### src/dacdp_pkg.sv
package dacdp_pkg;

    localparam int DACDP_AW = 12;
    localparam int DACDP_DW = 8;
    localparam int DACDP_SW = 16;

    // Register offsets
    localparam logic [11:0] DACDP_CAL_PRELOAD_OFS = 12'h0ED;
    localparam logic [11:0] DACDP_FORMAT_OFS = 12'h110;
    localparam logic [11:0] DACDP_FEATURE_OFS = 12'h111;
    localparam logic [11:0] DACDP_RATIO_OFS = 12'h112;

    // Field positions
    localparam int DACDP_OFFSET_BIN_BIT = 7;
    localparam int DACDP_DROOP_BIT = 7;
    localparam int DACDP_SCALE_BIT = 5;

    // Reset values, plus the calibration preload go value
    localparam logic [7:0] DACDP_CAL_PRELOAD_RST = 8'hA6;
    localparam logic [7:0] DACDP_CAL_PRELOAD_GO = 8'hA2;
    localparam logic DACDP_OFFSET_BIN_RST = 1'h0;
    localparam logic DACDP_DROOP_RST = 1'h0;
    localparam logic DACDP_SCALE_RST = 1'h1;

    // Upsample ratio codes
    localparam logic [2:0] DACDP_RATIO_X1 = 3'h0;
    localparam logic [2:0] DACDP_RATIO_X2 = 3'h1;
    localparam logic [2:0] DACDP_RATIO_X4 = 3'h3;
    localparam logic [2:0] DACDP_RATIO_X8 = 3'h4;
    localparam logic [2:0] DACDP_RATIO_RST = DACDP_RATIO_X2;

    // Gain stage: Q2.14 fixed word, 0x4000 is unity
    localparam logic signed [15:0] DACDP_GAIN_WORD = 16'sh4000;
    localparam int DACDP_GAIN_SHIFT = 14;

    // Droop compensation taps, scaled by 16
    localparam logic signed [7:0] DACDP_TAP_SIDE = -8'sh01;
    localparam logic signed [7:0] DACDP_TAP_MID = 8'sh12;
    localparam int DACDP_TAP_SHIFT = 4;

    typedef enum logic [1:0] {
        DACDP_IDLE,
        DACDP_HOLD
    } dacdp_state_t;

endpackage

### src/dacdp_droop_filter.sv
module dacdp_droop_filter (
    // Clocking
    input wire logic clock,
    input wire logic rstn,
    input wire logic ce,
    // Control
    input wire logic en,
    // Stream in
    input wire logic in_valid,
    input wire logic signed [dacdp_pkg::DACDP_SW-1:0] in_data,
    // Stream out
    output logic out_valid,
    output logic signed [dacdp_pkg::DACDP_SW-1:0] out_data
);
    import dacdp_pkg::*;

    logic signed [DACDP_SW-1:0] tap_q [2];
    logic signed [DACDP_SW-1:0] tap_d [2];
    logic signed [DACDP_SW-1:0] out_q;
    logic signed [DACDP_SW-1:0] out_d;
    logic vld_q;
    logic vld_d;
    logic signed [DACDP_SW+8:0] acc;
    logic signed [DACDP_SW+8:0] shf;

    always_comb begin
        tap_d = tap_q;
        out_d = out_q;
        vld_d = in_valid;
        // Widen before multiplying so the mid tap product cannot wrap at 16 bits
        acc = (DACDP_SW+9)'(DACDP_TAP_SIDE) * (DACDP_SW+9)'(in_data)
            + (DACDP_SW+9)'(DACDP_TAP_MID) * (DACDP_SW+9)'(tap_q[0])
            + (DACDP_SW+9)'(DACDP_TAP_SIDE) * (DACDP_SW+9)'(tap_q[1]);
        shf = acc >>> DACDP_TAP_SHIFT;
        if (in_valid) begin
            tap_d[0] = in_data;
            tap_d[1] = tap_q[0];
            if (!en) begin
                out_d = in_data;
            end else if (shf > (DACDP_SW+9)'(32767)) begin
                out_d = 16'sh7FFF; // Saturate rather than wrap on overshoot
            end else if (shf < -(DACDP_SW+9)'(32768)) begin
                out_d = 16'sh8000;
            end else begin
                out_d = shf[DACDP_SW-1:0];
            end
        end
    end

    always_ff @(posedge clock or negedge rstn) begin
        if (!rstn) begin
            tap_q[0] <= '0;
            tap_q[1] <= '0;
            out_q <= '0;
            vld_q <= 1'b0;
        end else if (ce) begin
            tap_q <= tap_d;
            out_q <= out_d;
            vld_q <= vld_d;
        end
    end

    assign out_valid = vld_q;
    assign out_data = out_q;

endmodule

### src/dacdp_top.sv
module dacdp_top (
    // Clocking
    input wire logic clock,
    input wire logic rstn,
    input wire logic ce,
    // Register port
    input wire logic [dacdp_pkg::DACDP_AW-1:0] reg_addr,
    input wire logic reg_wr,
    input wire logic reg_rd,
    input wire logic [dacdp_pkg::DACDP_DW-1:0] reg_wdata,
    output logic [dacdp_pkg::DACDP_DW-1:0] reg_rdata,
    // Calibration preload word
    output logic [dacdp_pkg::DACDP_DW-1:0] cal_preload,
    // Samples from link receiver
    input wire logic sample_valid,
    input wire logic [dacdp_pkg::DACDP_SW-1:0] sample_data,
    output logic sample_ready,
    // Samples to converter core
    output logic dac_valid,
    output logic [dacdp_pkg::DACDP_SW-1:0] dac_data
);
    import dacdp_pkg::*;

    // Register state
    logic [7:0] cal_q, cal_d;
    logic offset_bin_q, offset_bin_d;
    logic droop_comp_filter_on_q, droop_comp_filter_on_d;
    logic scaling_multiplier_on_q, scaling_multiplier_on_d;
    logic [2:0] upsample_ratio_select_q, upsample_ratio_select_d;
    logic [7:0] rdata_q, rdata_d;

    always_comb begin
        cal_d = cal_q;
        offset_bin_d = offset_bin_q;
        droop_comp_filter_on_d = droop_comp_filter_on_q;
        scaling_multiplier_on_d = scaling_multiplier_on_q;
        upsample_ratio_select_d = upsample_ratio_select_q;
        rdata_d = rdata_q;
        if (reg_wr) begin
            case (reg_addr)
                DACDP_CAL_PRELOAD_OFS: begin
                    // Value 0xA2 is expected before a calibration run
                    cal_d = reg_wdata;
                end
                DACDP_FORMAT_OFS: begin
                    offset_bin_d = reg_wdata[DACDP_OFFSET_BIN_BIT];
                end
                DACDP_FEATURE_OFS: begin
                    droop_comp_filter_on_d = reg_wdata[DACDP_DROOP_BIT];
                    scaling_multiplier_on_d = reg_wdata[DACDP_SCALE_BIT];
                end
                DACDP_RATIO_OFS: begin
                    // Reserved codes are dropped so the ratio is always legal
                    case (reg_wdata[2:0])
                        DACDP_RATIO_X1, DACDP_RATIO_X2,
                        DACDP_RATIO_X4, DACDP_RATIO_X8: begin
                            upsample_ratio_select_d = reg_wdata[2:0];
                        end
                        default: begin
                            upsample_ratio_select_d = upsample_ratio_select_q;
                        end
                    endcase
                end
                default: begin
                    cal_d = cal_q;
                end
            endcase
        end
        if (reg_rd) begin
            case (reg_addr)
                DACDP_CAL_PRELOAD_OFS: rdata_d = cal_q;
                DACDP_FORMAT_OFS: rdata_d = {offset_bin_q, 7'h00};
                DACDP_FEATURE_OFS: begin
                    rdata_d = {droop_comp_filter_on_q, 1'b0, scaling_multiplier_on_q, 5'h00};
                end
                DACDP_RATIO_OFS: rdata_d = {5'h00, upsample_ratio_select_q};
                default: rdata_d = 8'h00;
            endcase
        end
    end

    always_ff @(posedge clock or negedge rstn) begin
        if (!rstn) begin
            cal_q <= DACDP_CAL_PRELOAD_RST;
            offset_bin_q <= DACDP_OFFSET_BIN_RST;
            droop_comp_filter_on_q <= DACDP_DROOP_RST;
            scaling_multiplier_on_q <= DACDP_SCALE_RST;
            upsample_ratio_select_q <= DACDP_RATIO_RST;
            rdata_q <= 8'h00;
        end else if (ce) begin
            cal_q <= cal_d;
            offset_bin_q <= offset_bin_d;
            droop_comp_filter_on_q <= droop_comp_filter_on_d;
            scaling_multiplier_on_q <= scaling_multiplier_on_d;
            upsample_ratio_select_q <= upsample_ratio_select_d;
            rdata_q <= rdata_d;
        end
    end

    // Upsampler: each accepted sample is repeated ratio times (zero-order hold)
    dacdp_state_t state_q, state_d;
    logic [2:0] rep_q, rep_d;
    logic [2:0] last_rep;
    logic [DACDP_SW-1:0] hold_q, hold_d;
    logic ready_q, ready_d;
    logic take;

    always_comb begin
        case (upsample_ratio_select_q)
            DACDP_RATIO_X1: last_rep = 3'h0;
            DACDP_RATIO_X2: last_rep = 3'h1;
            DACDP_RATIO_X4: last_rep = 3'h3;
            DACDP_RATIO_X8: last_rep = 3'h7;
            default: last_rep = 3'h0;
        endcase
    end

    always_comb begin
        state_d = state_q;
        rep_d = rep_q;
        hold_d = hold_q;
        take = ready_q && sample_valid;
        case (state_q)
            DACDP_IDLE: begin
                rep_d = 3'h0;
            end
            DACDP_HOLD: begin
                rep_d = (rep_q >= last_rep) ? 3'h0 : rep_q + 3'h1;
                if (rep_q >= last_rep && !take) begin
                    state_d = DACDP_IDLE;
                end
            end
            default: begin
                state_d = DACDP_IDLE;
                rep_d = 3'h0;
            end
        endcase
        if (take) begin
            state_d = DACDP_HOLD;
            rep_d = 3'h0;
            // Offset binary becomes twos complement by inverting the sign bit
            hold_d = offset_bin_q ? {~sample_data[DACDP_SW-1], sample_data[DACDP_SW-2:0]}
                                  : sample_data;
        end
        ready_d = (state_d == DACDP_IDLE) || (rep_d >= last_rep);
    end

    always_ff @(posedge clock or negedge rstn) begin
        if (!rstn) begin
            state_q <= DACDP_IDLE;
            rep_q <= 3'h0;
            hold_q <= '0;
            ready_q <= 1'b1;
        end else if (ce) begin
            state_q <= state_d;
            rep_q <= rep_d;
            hold_q <= hold_d;
            ready_q <= ready_d;
        end
    end

    // Gain stage, one register deep
    logic signed [DACDP_SW-1:0] gain_q, gain_d;
    logic gain_vld_q, gain_vld_d;
    logic signed [2*DACDP_SW-1:0] prod;
    logic signed [2*DACDP_SW-1:0] prod_s;

    always_comb begin
        prod = $signed(hold_q) * DACDP_GAIN_WORD;
        prod_s = prod >>> DACDP_GAIN_SHIFT;
        gain_vld_d = (state_q == DACDP_HOLD);
        if (!scaling_multiplier_on_q) begin
            gain_d = $signed(hold_q);
        end else if (prod_s > (2*DACDP_SW)'(32767)) begin
            gain_d = 16'sh7FFF;
        end else if (prod_s < -(2*DACDP_SW)'(32768)) begin
            gain_d = 16'sh8000;
        end else begin
            gain_d = prod_s[DACDP_SW-1:0];
        end
    end

    always_ff @(posedge clock or negedge rstn) begin
        if (!rstn) begin
            gain_q <= '0;
            gain_vld_q <= 1'b0;
        end else if (ce) begin
            gain_q <= gain_d;
            gain_vld_q <= gain_vld_d;
        end
    end

    logic signed [DACDP_SW-1:0] filt_data;

    dacdp_droop_filter u_droop (
        .clock(clock),
        .rstn(rstn),
        .ce(ce),
        .en(droop_comp_filter_on_q),
        .in_valid(gain_vld_q),
        .in_data(gain_q),
        .out_valid(dac_valid),
        .out_data(filt_data)
    );

    assign dac_data = filt_data;
    assign sample_ready = ready_q;
    assign reg_rdata = rdata_q;
    assign cal_preload = cal_q;

endmodule

### config.mk
export PLATFORM = sky130hd
export DESIGN_NAME = dacdp_top
export DESIGN_NICKNAME = d
export VERILOG_FILES = /design/src/dacdp_pkg.sv /design/src/dacdp_droop_filter.sv /design/src/dacdp_top.sv
export SDC_FILE = /design/constraint.sdc
export NUM_CORES = 1
export LEC_CHECK = 0
export BUFFER_PORTS_ARGS = -buffer_cell sky130_fd_sc_hd__buf_2
export CELL_PAD_IN_SITES_DETAIL_PLACEMENT = 1
export CELL_PAD_IN_SITES_GLOBAL_PLACEMENT = 1
export CORE_AREA = 2 2 126 128
export DETAILED_ROUTE_END_ITERATION = 8
export DIE_AREA = 0 0 128 130
export PLACE_DENSITY_LB_ADDON = 0.1
export SKIP_LAST_GASP = 1
export SLEW_MARGIN = 5
export SYNTH_ARGS = -nofsm -noshare
export SYNTH_HDL_FRONTEND = slang
export SYNTH_HIERARCHICAL = 1
export SYNTH_SLANG_ARGS = --single-unit
### constraint.sdc
create_clock -name clock -period 6.7 [get_ports clock]
set_clock_uncertainty 0.15 [all_clocks]
set_input_delay 0.335 -clock clock [delete_from_list [all_inputs] [get_ports clock]]
set_output_delay 0.335 -clock clock [all_outputs]
set_load 0.03 [all_outputs]
==> results.json, run 1 <==
{
  "synth-async-reset-ratio_pct": 100.0,
  "ys_warn_count": 6,
  "grt_pass1_vias": 5875,
  "yosys.area.top_type": "dfrtp_1",
  "drtAntennaViolNets": 0,
  "htreeDepth": 3,
  "drt_iter0_markers": 172,
  "pin_count": 76,
  "grt_pass1_wl_um": 29670,
  "fp.coreArea_mm2": 0.01542,
  "overflow": 0,
  "timing.hold.ws_ns": 0.04556,
  "crit_required_ns": 6.79,
  "cts_sinks": 110,
  "worst_pin_slew_ns": 1.014,
  "fill_cells": 1756,
  "syn_area_per_cell_um2": 10.12,
  "grt_max_degree": 82,
  "synth-seq-cells": 110,
  "clock.fmax_ghz": 0.1611,
  "seq_area_frac_synth_pct": 39.15,
  "place_congestion": 0.8103,
  "synth-edff-count": 0,
  "insertion_delay_ns": 0.37,
  "outcome": "completed",
  "fin_crit_sh_pct": 92.63,
  "yosys-top-cells-count": "dfrtp_1 (103), inv_1 (64), nand2_1 (64)",
  "fin_setup_tns_ns": 0,
  "cts_tree": "built",
  "drive_gt1_share_pct": 22.19,
  "timing_worst_setup_path_type": "flop to flop",
  "dieWidth_um": 128,
  "synthCells": 697,
  "use_met1_pct": 29.41,
  "diodes": 0,
  "cp-start-kind": "flop",
  "port_buffers": 75,
  "use_met3_pct": 3.116,
  "hold_violations": 0,
  "drv_cap": 0,
  "clock_path_buffers": 2,
  "period_needed_ns": 6.206,
  "synthTopCellsByArea": "dfrtp_1 (37%), ha_1 (11%), mux2_2 (6.7%), fa_1 (6.0%), o21ai_0 (3.9%)",
  "ys.flop_type": "dfrtp_1",
  "layout.nets": 893,
  "critical_path.max_fanout": 15,
  "setup_viol": 0,
  "vias_per_cell": 5.584,
  "via_count": 5400,
  "wire_per_inst_um": 18.63,
  "slew_headroom_pct": 32.40,
  "cp_slowest_cell": "or4_4",
  "root_buffer": "clkbuf_16",
  "drt-pass1-iter-count": 4,
  "synth_nets": 820,
  "top_usage_layer": "met2",
  "critPathMaxStageDelay_ns": 0.54,
  "grt_usage_pct": 22.62,
  "dp_hpwl_um": 13560,
  "cp.arrival_ns": 6.30,
  "cts_buffers": 9,
  "drc": 0,
  "drv_slew": 0,
  "routed_wl_um": 18020,
  "hp-class": "input port to flop",
  "yosysMostFrequentCell": "dfrtp_1",
  "synth_area_mm2": 0.007053,
  "die_area_mm2": 0.01664,
  "grt_util_met2_pct": 39.51,
  "rows": 46,
  "synth.top_cell.area_share_pct": 36.54,
  "antenna_found_initial": 0,
  "grt_setup_unrepaired": "no",
  "path_clk_slew_ns": 0.08,
  "start_util_pct": 45.73,
  "synth_cell_types": 67,
  "dieHeight_um": 130,
  "endpoint_kind": "flop",
  "syn2layout_area_growth_pct": 13.25
}
## routing by layer
layer | wire (um) | part of all wire (%)
met5 | 0 | 0
met3 | 515 | 2.9
met4 | 287 | 1.6
met2 | 8979 | 50
met1 | 8233 | 46
## worst max-delay path: cells and delay by family (launching register included)
family                   cells  cell delay [ns]
AND/OR/NAND/NOR              3             0.78
AO/OA/AOI/OAI               13             2.69
XOR/XNOR                     1             0.14
flip-flops                   1             0.43
adder cells (fa/ha/maj)      5             1.57
buffers and inverters        3             0.27
## state kept, by name, summed over array words and instances (netlist names), 2 cells and up
name	flops
rep_q	3
u_droop/tap_q	32
state_q	2
cal_preload	8
u_droop/out_data	16
reg_rdata	8
upsample_ratio_select_q	3
gain_q	16
hold_q	16
## what timing repair did
item,in CTS,in global routing
endpoints found under the setup margin,0,15
endpoints found under the hold margin,29,0
setup buffers,0,3
hold buffers,1,0
resized for setup,0,3
## layout make-up
type                    instances  area [um2]  share of cell area, %
inverters                      64       240.2                  3.008
repair buffers                 83       465.4                  5.827
clock buffers                   9       225.2                  2.820
well taps                     192       240.2                  3.008
flip-flops and latches        110        2761                  34.57
clock inverters                 7       83.83                  1.049
multi-input cells             502        3971                  49.72
## logic make-up (layout without fill, tap and decap cells)
kind of cell	after synthesis	in the layout	synth area share (%)
buf+inv	85	163	4.666
xor+xnor	28	28	3.477
flops	110	110	39.15
mux	43	43	6.848
fa+ha+maj	81	81	16.60
simple gates	192	192	14.26
compound gates	158	158	14.99
## per-stage QoR
stage | setup slack, ns | std cells | utilization, % | cell area (um2)
2_1_floorplan | 1.062 | 697 | - | 7053
3_3_place_gp | 0.4100 | 947 | 49.35 | 7612
3_5_place_dp | 0.1359 | 947 | 49.35 | 7612
4_1_cts | 0.05563 | 964 | 51.42 | 7931
5_1_grt | 0.1124 | 967 | 51.78 | 7988
6_report | 0.4938 | 967 | 51.78 | 7988
## placed cells by master, fill, tap and decap left out, types with 10 or more instances in the layout
cell      synthesis  layout
dfrtp_1         103     103
buf_2             2      74
nand2_1          64      64
inv_1            64      64
ha_1             60      60
o21ai_0          55      55
mux2_2           42      42
a21oi_1          31      31
nor2_1           25      25
nand3_1          24      24
xnor2_1          22      22
fa_1             21      21
or3_1            19      19
nand2b_1         10      10
a21o_1           10      10
## final timing paths
path,cells after the start,end,slack [ns],startpoint
max reg2reg,25,u_droop/out_data[10],0.49,u_droop/tap_q[17]
min in group asynchronous,2,u_droop/tap_q[6],0.29,rstn
min,2,cal_preload[4],0.05,reg_wdata[4]
max,25,u_droop/out_data[10],0.49,u_droop/tap_q[17]
min reg2reg,1,u_droop/out_data[15],0.35,u_droop/out_data[15]
max in group asynchronous,3,hold_q[11],4.75,rstn
Power of run 1 is left out: the tool's default activity adds up to more than one toggle a clock period on the data nets, which glitch-free logic cannot reach.
==> run 2: changes to the inputs <==
- CELL_PAD_IN_SITES_DETAIL_PLACEMENT: 1 -> 2
- CELL_PAD_IN_SITES_GLOBAL_PLACEMENT: 1 -> 2
- CORE_AREA: 2 2 126 128 -> 2 2 140 142
- DIE_AREA: 0 0 128 130 -> 0 0 142 144
==> run 2 against run 1 <==
Register-to-register slack better by 0.02 ns. Utilization down 9.7 points. Cell count up 4.8%. Sequential share of layout area down 0.16 points. Wire length up 9.2%.
==> results.json, run 2 (synthesis gave the netlist of run 1 again) <==
{
  "endpoint_kind": "flop",
  "start_util_pct": 36.97,
  "overflow": 0,
  "grt_usage_pct": 20.44,
  "drv_slew": 0,
  "root_buffer": "clkbuf_16",
  "drt-pass1-iter-count": 4,
  "clock_path_buffers": 2,
  "final_cell_mix": "dfrtp_1 (103), buf_2 (74), nand2_1 (64), inv_1 (64), ha_1 (60)",
  "hold_violations": 0,
  "cts_sinks": 110,
  "antenna_found_initial": 1,
  "dieWidth_um": 142,
  "drt_iter0_markers": 190,
  "clock.fmax_ghz": 0.1617,
  "routed_wl_um": 19660,
  "pin_count": 76,
  "post-route-util_pct": 42.06,
  "diodes": 0,
  "port_buffers": 75,
  "drc": 0,
  "outcome": "completed",
  "largest-register": "u_droop/tap_q",
  "vias_per_cell": 5.425,
  "cp.arrival_ns": 6.28,
  "layout_commonest_cell": "dfrtp_1",
  "drive_gt1_share_pct": 22.06,
  "fill_cells": 2054,
  "grt_pass1_vias": 6151,
  "grt_pass1_wl_um": 32730,
  "via_count": 5496,
  "insertion_delay_ns": 0.36,
  "fin_setup_tns_ns": 0,
  "largest_reg_flops": 32,
  "cts_buffers": 9,
  "place_congestion": 0.8516,
  "crit_required_ns": 6.79,
  "drtAntennaViolNets": 0,
  "rows": 51,
  "hp-class": "input port to flop",
  "layout.nets": 893,
  "slew_headroom_pct": 43.14,
  "cts_tree": "built",
  "wire_per_inst_um": 19.41,
  "period_needed_ns": 6.184,
  "setup_viol": 0,
  "path_clk_slew_ns": 0.08,
  "htreeDepth": 3,
  "grt_max_degree": 58,
  "cp-start-kind": "flop",
  "critical_path.max_fanout": 15,
  "syn2layout_area_growth_pct": 13.78,
  "fin_crit_sh_pct": 92.29,
  "timing_worst_setup_path_type": "flop to flop",
  "fp.coreArea_mm2": 0.01908,
  "grt_setup_unrepaired": "no",
  "dieHeight_um": 144,
  "die_area_mm2": 0.02045,
  "worst_pin_slew_ns": 0.8505,
  "dp_hpwl_um": 14980,
  "drv_cap": 0
}
-- run 2: timing repair --
action                                 in CTS  in global routing
resized for setup                           0                  1
setup buffers                               0                  1
hold buffers                                1                  0
endpoints found under the hold margin      53                  0
setup endpoints to repair                   0                 15
-- run 2: worst paths after layout --
path,startpoint,slack (ns),cells after the start,end
worst max-delay path,u_droop/tap_q[18],0.52,23,u_droop/out_data[6]
worst min-delay path,sample_data[8],0.05,2,hold_q[8]
worst max register to register,u_droop/tap_q[18],0.52,23,u_droop/out_data[6]
worst min register to register,u_droop/out_data[15],0.35,1,u_droop/out_data[15]
max in group asynchronous,rstn,4.74,3,u_droop/tap_q[5]
min in group asynchronous,rstn,0.43,2,u_droop/tap_q[1]
-- run 2: stage by stage --
stage | hold WS (ns) | cell area, um2 | instances | setup WS [ns]
3_3_place_gp | 0.3087 | 7685 | 995 | 0.6065
5_1_grt | 0.03225 | 8025 | 1013 | 0.03940
6_report | 0.05085 | 8025 | 1013 | 0.5163
4_1_cts | 0.03222 | 7999 | 1012 | 0.3196
3_5_place_dp | 0.3195 | 7685 | 995 | 0.3759
2_1_floorplan | -0.1106 | 7053 | 697 | 1.062
-- run 2: metal layers --
layer,GRT usage [%],wire (um),vias up
met5,0,11,-
li1,-,-,2589
met2,34.83,9682,70
met4,3.895,141,2
met3,4.272,652,12
met1,27.17,9177,2823
-- run 2: cell type report --
class                      instances  area, um2  share of cell area (%)
clock buffer                       9      225.2                   2.806
multi-input combinational        502       3969                   49.45
clock inverter                     7      78.83                  0.9822
timing repair buffer              83      452.9                   5.644
inverter                          64      240.2                   2.993
sequential                       110       2761                   34.41
tap                              238      297.8                   3.711
-- run 2: critical path, stage by stage, from the launching register on --
cell	delay [ns]
dfrtp_1	0.44
ha_1	0.34
ha_1	0.29
a21o_1	0.10
a21oi_1	0.08
nand2b_1	0.15
a21boi_0	0.27
o211ai_1	0.22
o21ai_0	0.32
nor2b_1	0.12
o31ai_1	0.29
xor2_1	0.21
fa_1	0.45
ha_1	0.39
a211o_1	0.34
a21oi_1	0.21
o21bai_1	0.13
and2_1	0.19
a311oi_2	0.26
xnor2_1	0.15
or4_4	0.54
o22ai_4	0.16
buf_12	0.17
a21oi_1	0.08
Power of run 2 is left out for the same reason.
==> run 3: changes to the inputs <==
- ABC_AREA: not set -> 1
- CORE_AREA: 2 2 140 142 -> 2 2 151 153
- CTS_BUF_LIST: not set -> sky130_fd_sc_hd__clkbuf_2
- DIE_AREA: 0 0 142 144 -> 0 0 153 155
- clock period: 6.7 -> 6 ns (I/O delays scaled with it)
==> run 3 against run 2 <==
Final area increased by 18%. Highest routed layer is now met4. Area after synthesis increased by 11%. Sequential share of layout area decreased by 5.4 points. Worst hold slack improved by 0.072 ns. Largest cell class unchanged. Cell count increased by 48%. Critical path depth increased by 5. Utilization increased by 0.71 points. Register-to-register slack got worse by 0.04 ns. Die area increased by 16%.
==> results.json, run 3 <==
{
  "cts_buffers": 9,
  "drt_iter0_markers": 255,
  "seq_area_frac_synth_pct": 35.21,
  "ys_warn_count": 6,
  "die_area_mm2": 0.02372,
  "port_buffers": 75,
  "fp.coreArea_mm2": 0.02223,
  "via_count": 7391,
  "cts_tree": "built",
  "dieWidth_um": 153,
  "start_util_pct": 35.28,
  "synth_xor_area_share_pct": 3.574,
  "outcome": "completed",
  "overflow": 0,
  "synth_top_family_by_area": "simple AND/OR/NAND/NOR gates",
  "htreeDepth": 3,
  "insertion_delay_ns": 0.71,
  "crit_required_ns": 6.54,
  "critPathMaxStageDelay_ns": 0.52,
  "ys.flop_type": "dfrtp_1",
  "power.leakage_nw": 5.018,
  "final_cell_mix": "nand2_1 (394), inv_1 (142), dfrtp_1 (103)",
  "timing.hold.ws_ns": 0.1224,
  "endpoint_kind": "flop",
  "path_clk_slew_ns": 0.41,
  "grt_pass1_vias": 8351,
  "drv_cap": 0,
  "grt_max_degree": 69,
  "clock.fmax_ghz": 0.1812,
  "dp_hpwl_um": 19420,
  "worstHoldPathCells": 7,
  "synth-async-reset-ratio_pct": 100.0,
  "drive_gt1_share_pct": 12.69,
  "synth_cell_types": 43,
  "grt_setup_unrepaired": "no",
  "hp-class": "input port to flop",
  "cp.arrival_ns": 6.06,
  "yosysMostFrequentCell": "nand2_1",
  "grt_pass1_wl_um": 45570,
  "yosys.area.top_type": "dfrtp_1",
  "synth-edff-count": 0,
  "syn_area_per_cell_um2": 7.434,
  "cp-start-kind": "flop",
  "routed_wl_um": 27890,
  "timing_worst_setup_path_type": "flop to flop",
  "synth_nets": 1178,
  "power.density_mw_per_mm2": 549.9,
  "synth_mux_area_share_pct": 0.5743,
  "reg2regPathDepth": 28,
  "grt_usage_pct": 24.42,
  "yosys.area_share.simple_pct": 27.87,
  "place_congestion": 0.8465,
  "multi_input_area_mm2": 0.004390,
  "path_common_cell": "nand2_1",
  "fin_crit_sh_pct": 92.00,
  "worst_pin_slew_ns": 0.8783,
  "period_needed_ns": 5.520,
  "root_buffer": "clkbuf_2",
  "slew_headroom_pct": 41.45,
  "drv_slew": 0,
  "critical_path.max_fanout": 15,
  "synthTopCellsByArea": "dfrtp_1 (33%), nand2_1 (19%), ha_1 (9.6%), inv_1 (6.8%), fa_1 (5.4%)",
  "cp_slowest_cell": "dfrtp_1",
  "largest_reg_flops": 32,
  "rows": 55,
  "power_w": 0.005228,
  "pin_count": 76,
  "synth_area_mm2": 0.007843,
  "layout_commonest_cell": "nand2_1",
  "largest-register": "u_droop/tap_q",
  "clock_path_buffers": 2,
  "hold_violations": 0,
  "synth_compound_area_share_pct": 8.998,
  "fin_setup_tns_ns": 0,
  "syn2layout_area_growth_pct": 21.22,
  "drc": 0,
  "layout.nets": 1332,
  "drt-pass1-iter-count": 4,
  "vias_per_cell": 4.927,
  "synthCells": 1055,
  "reg2reg_slack_ns": 0.48,
  "synth_fa_ha_area_share_pct": 14.93,
  "synth.top_cell.area_share_pct": 32.87,
  "setup_viol": 0,
  "drtAntennaViolNets": 0,
  "antenna_found_initial": 1,
  "yosys-top-cells-count": "nand2_1 (395), inv_1 (142), dfrtp_1 (103)",
  "ff_latch_area_mm2": 0.002761,
  "irDropWorstVdd_mv": 0.1876,
  "wire_per_inst_um": 18.60,
  "fill_cells": 2600,
  "synth-seq-cells": 110,
  "cts_sinks": 110,
  "dieHeight_um": 155
}
run 3: cell count changes after synthesis, moves of 19 or more:
cell     delta
or3_1      -19
inv_1      +78
mux2_2     -38
nand2_1   +331
a21oi_1    +33
nor2_1     +28
run 3: layer usage:
metal  track usage (%)  wire length [um]
met1             30.28             12090
met2             45.04             14590
met3             2.618               549
met4             6.922               660
met5                 0                 0
run 3: final timing paths:
path / from / to
max reg2reg: u_droop/tap_q[20] / u_droop/out_data[5]
max in group asynchronous: rstn / reg_rdata[2]
min: reg_addr[3] / reg_rdata[0]
max: u_droop/tap_q[20] / u_droop/out_data[5]
min in group asynchronous: rstn / u_droop/tap_q[29]
min reg2reg: hold_q[4] / gain_q[4]
run 3: timing repair:
action / CTS / global route
hold buffers: 87 / 0
setup buffers: 0 / 0
hold endpoints to repair: 106 / 0
gates resized for setup: 0 / 0
run 3: layout make-up:
| class | count | area share [%] |
|---|---|---|
| Multi-Input combinational cell | 770 | 46.18 |
| Sequential cell | 110 | 29.05 |
| Timing Repair Buffer | 164 | 13.48 |
| Inverter | 154 | 6.081 |
| Tap cell | 285 | 3.751 |
| Clock inverter | 7 | 0.9608 |
| Clock buffer | 9 | 0.4738 |
| Antenna cell | 1 | 0.02632 |
run 3: critical path: cells and delay by family (launching register included):
family / cells / cell delay (ns)
simple gates: 16 / 1.92
flops: 1 / 0.52
compound gates: 3 / 0.84
fa+ha+maj: 5 / 1.74
xor+xnor: 1 / 0.18
buf+inv: 3 / 0.16
run 3: logic make-up (layout without fill, tap and decap cells):
logic type               count (synthesis)  after routing
AND/OR/NAND/NOR                        523            523
buffers and inverters                  175            334
AO/OA/AOI/OAI                          130            130
flip-flops                             110            110
adder cells (fa/ha/maj)                 81             81
XOR/XNOR                                32             32
multiplexers                             4              4
other                                    0              1
run 3: per-stage QoR:
stage                     cell area [um2]  utilization [%]  instances  worst slack, ns
after floorplan                      7843                -       1055            1.548
after global placement               8479            38.15       1396           0.7670
final                                9507            42.77       1500           0.4799
after detailed placement             8479            38.15       1396           0.5936
after global routing                 9507            42.77       1500          0.02770
after CTS                            9504            42.76       1499           0.4258
run 3: power by group:
group          leakage [nW]  internal [W]  switching [W]  total, W
clock                0.0793     0.0000830       0.000334  0.000417
sequential             1.39      0.000864       0.000112  0.000976
combinational          3.55       0.00130        0.00253   0.00384
total                  5.02       0.00225        0.00298   0.00523
Power figures use the tool's default switching activity.
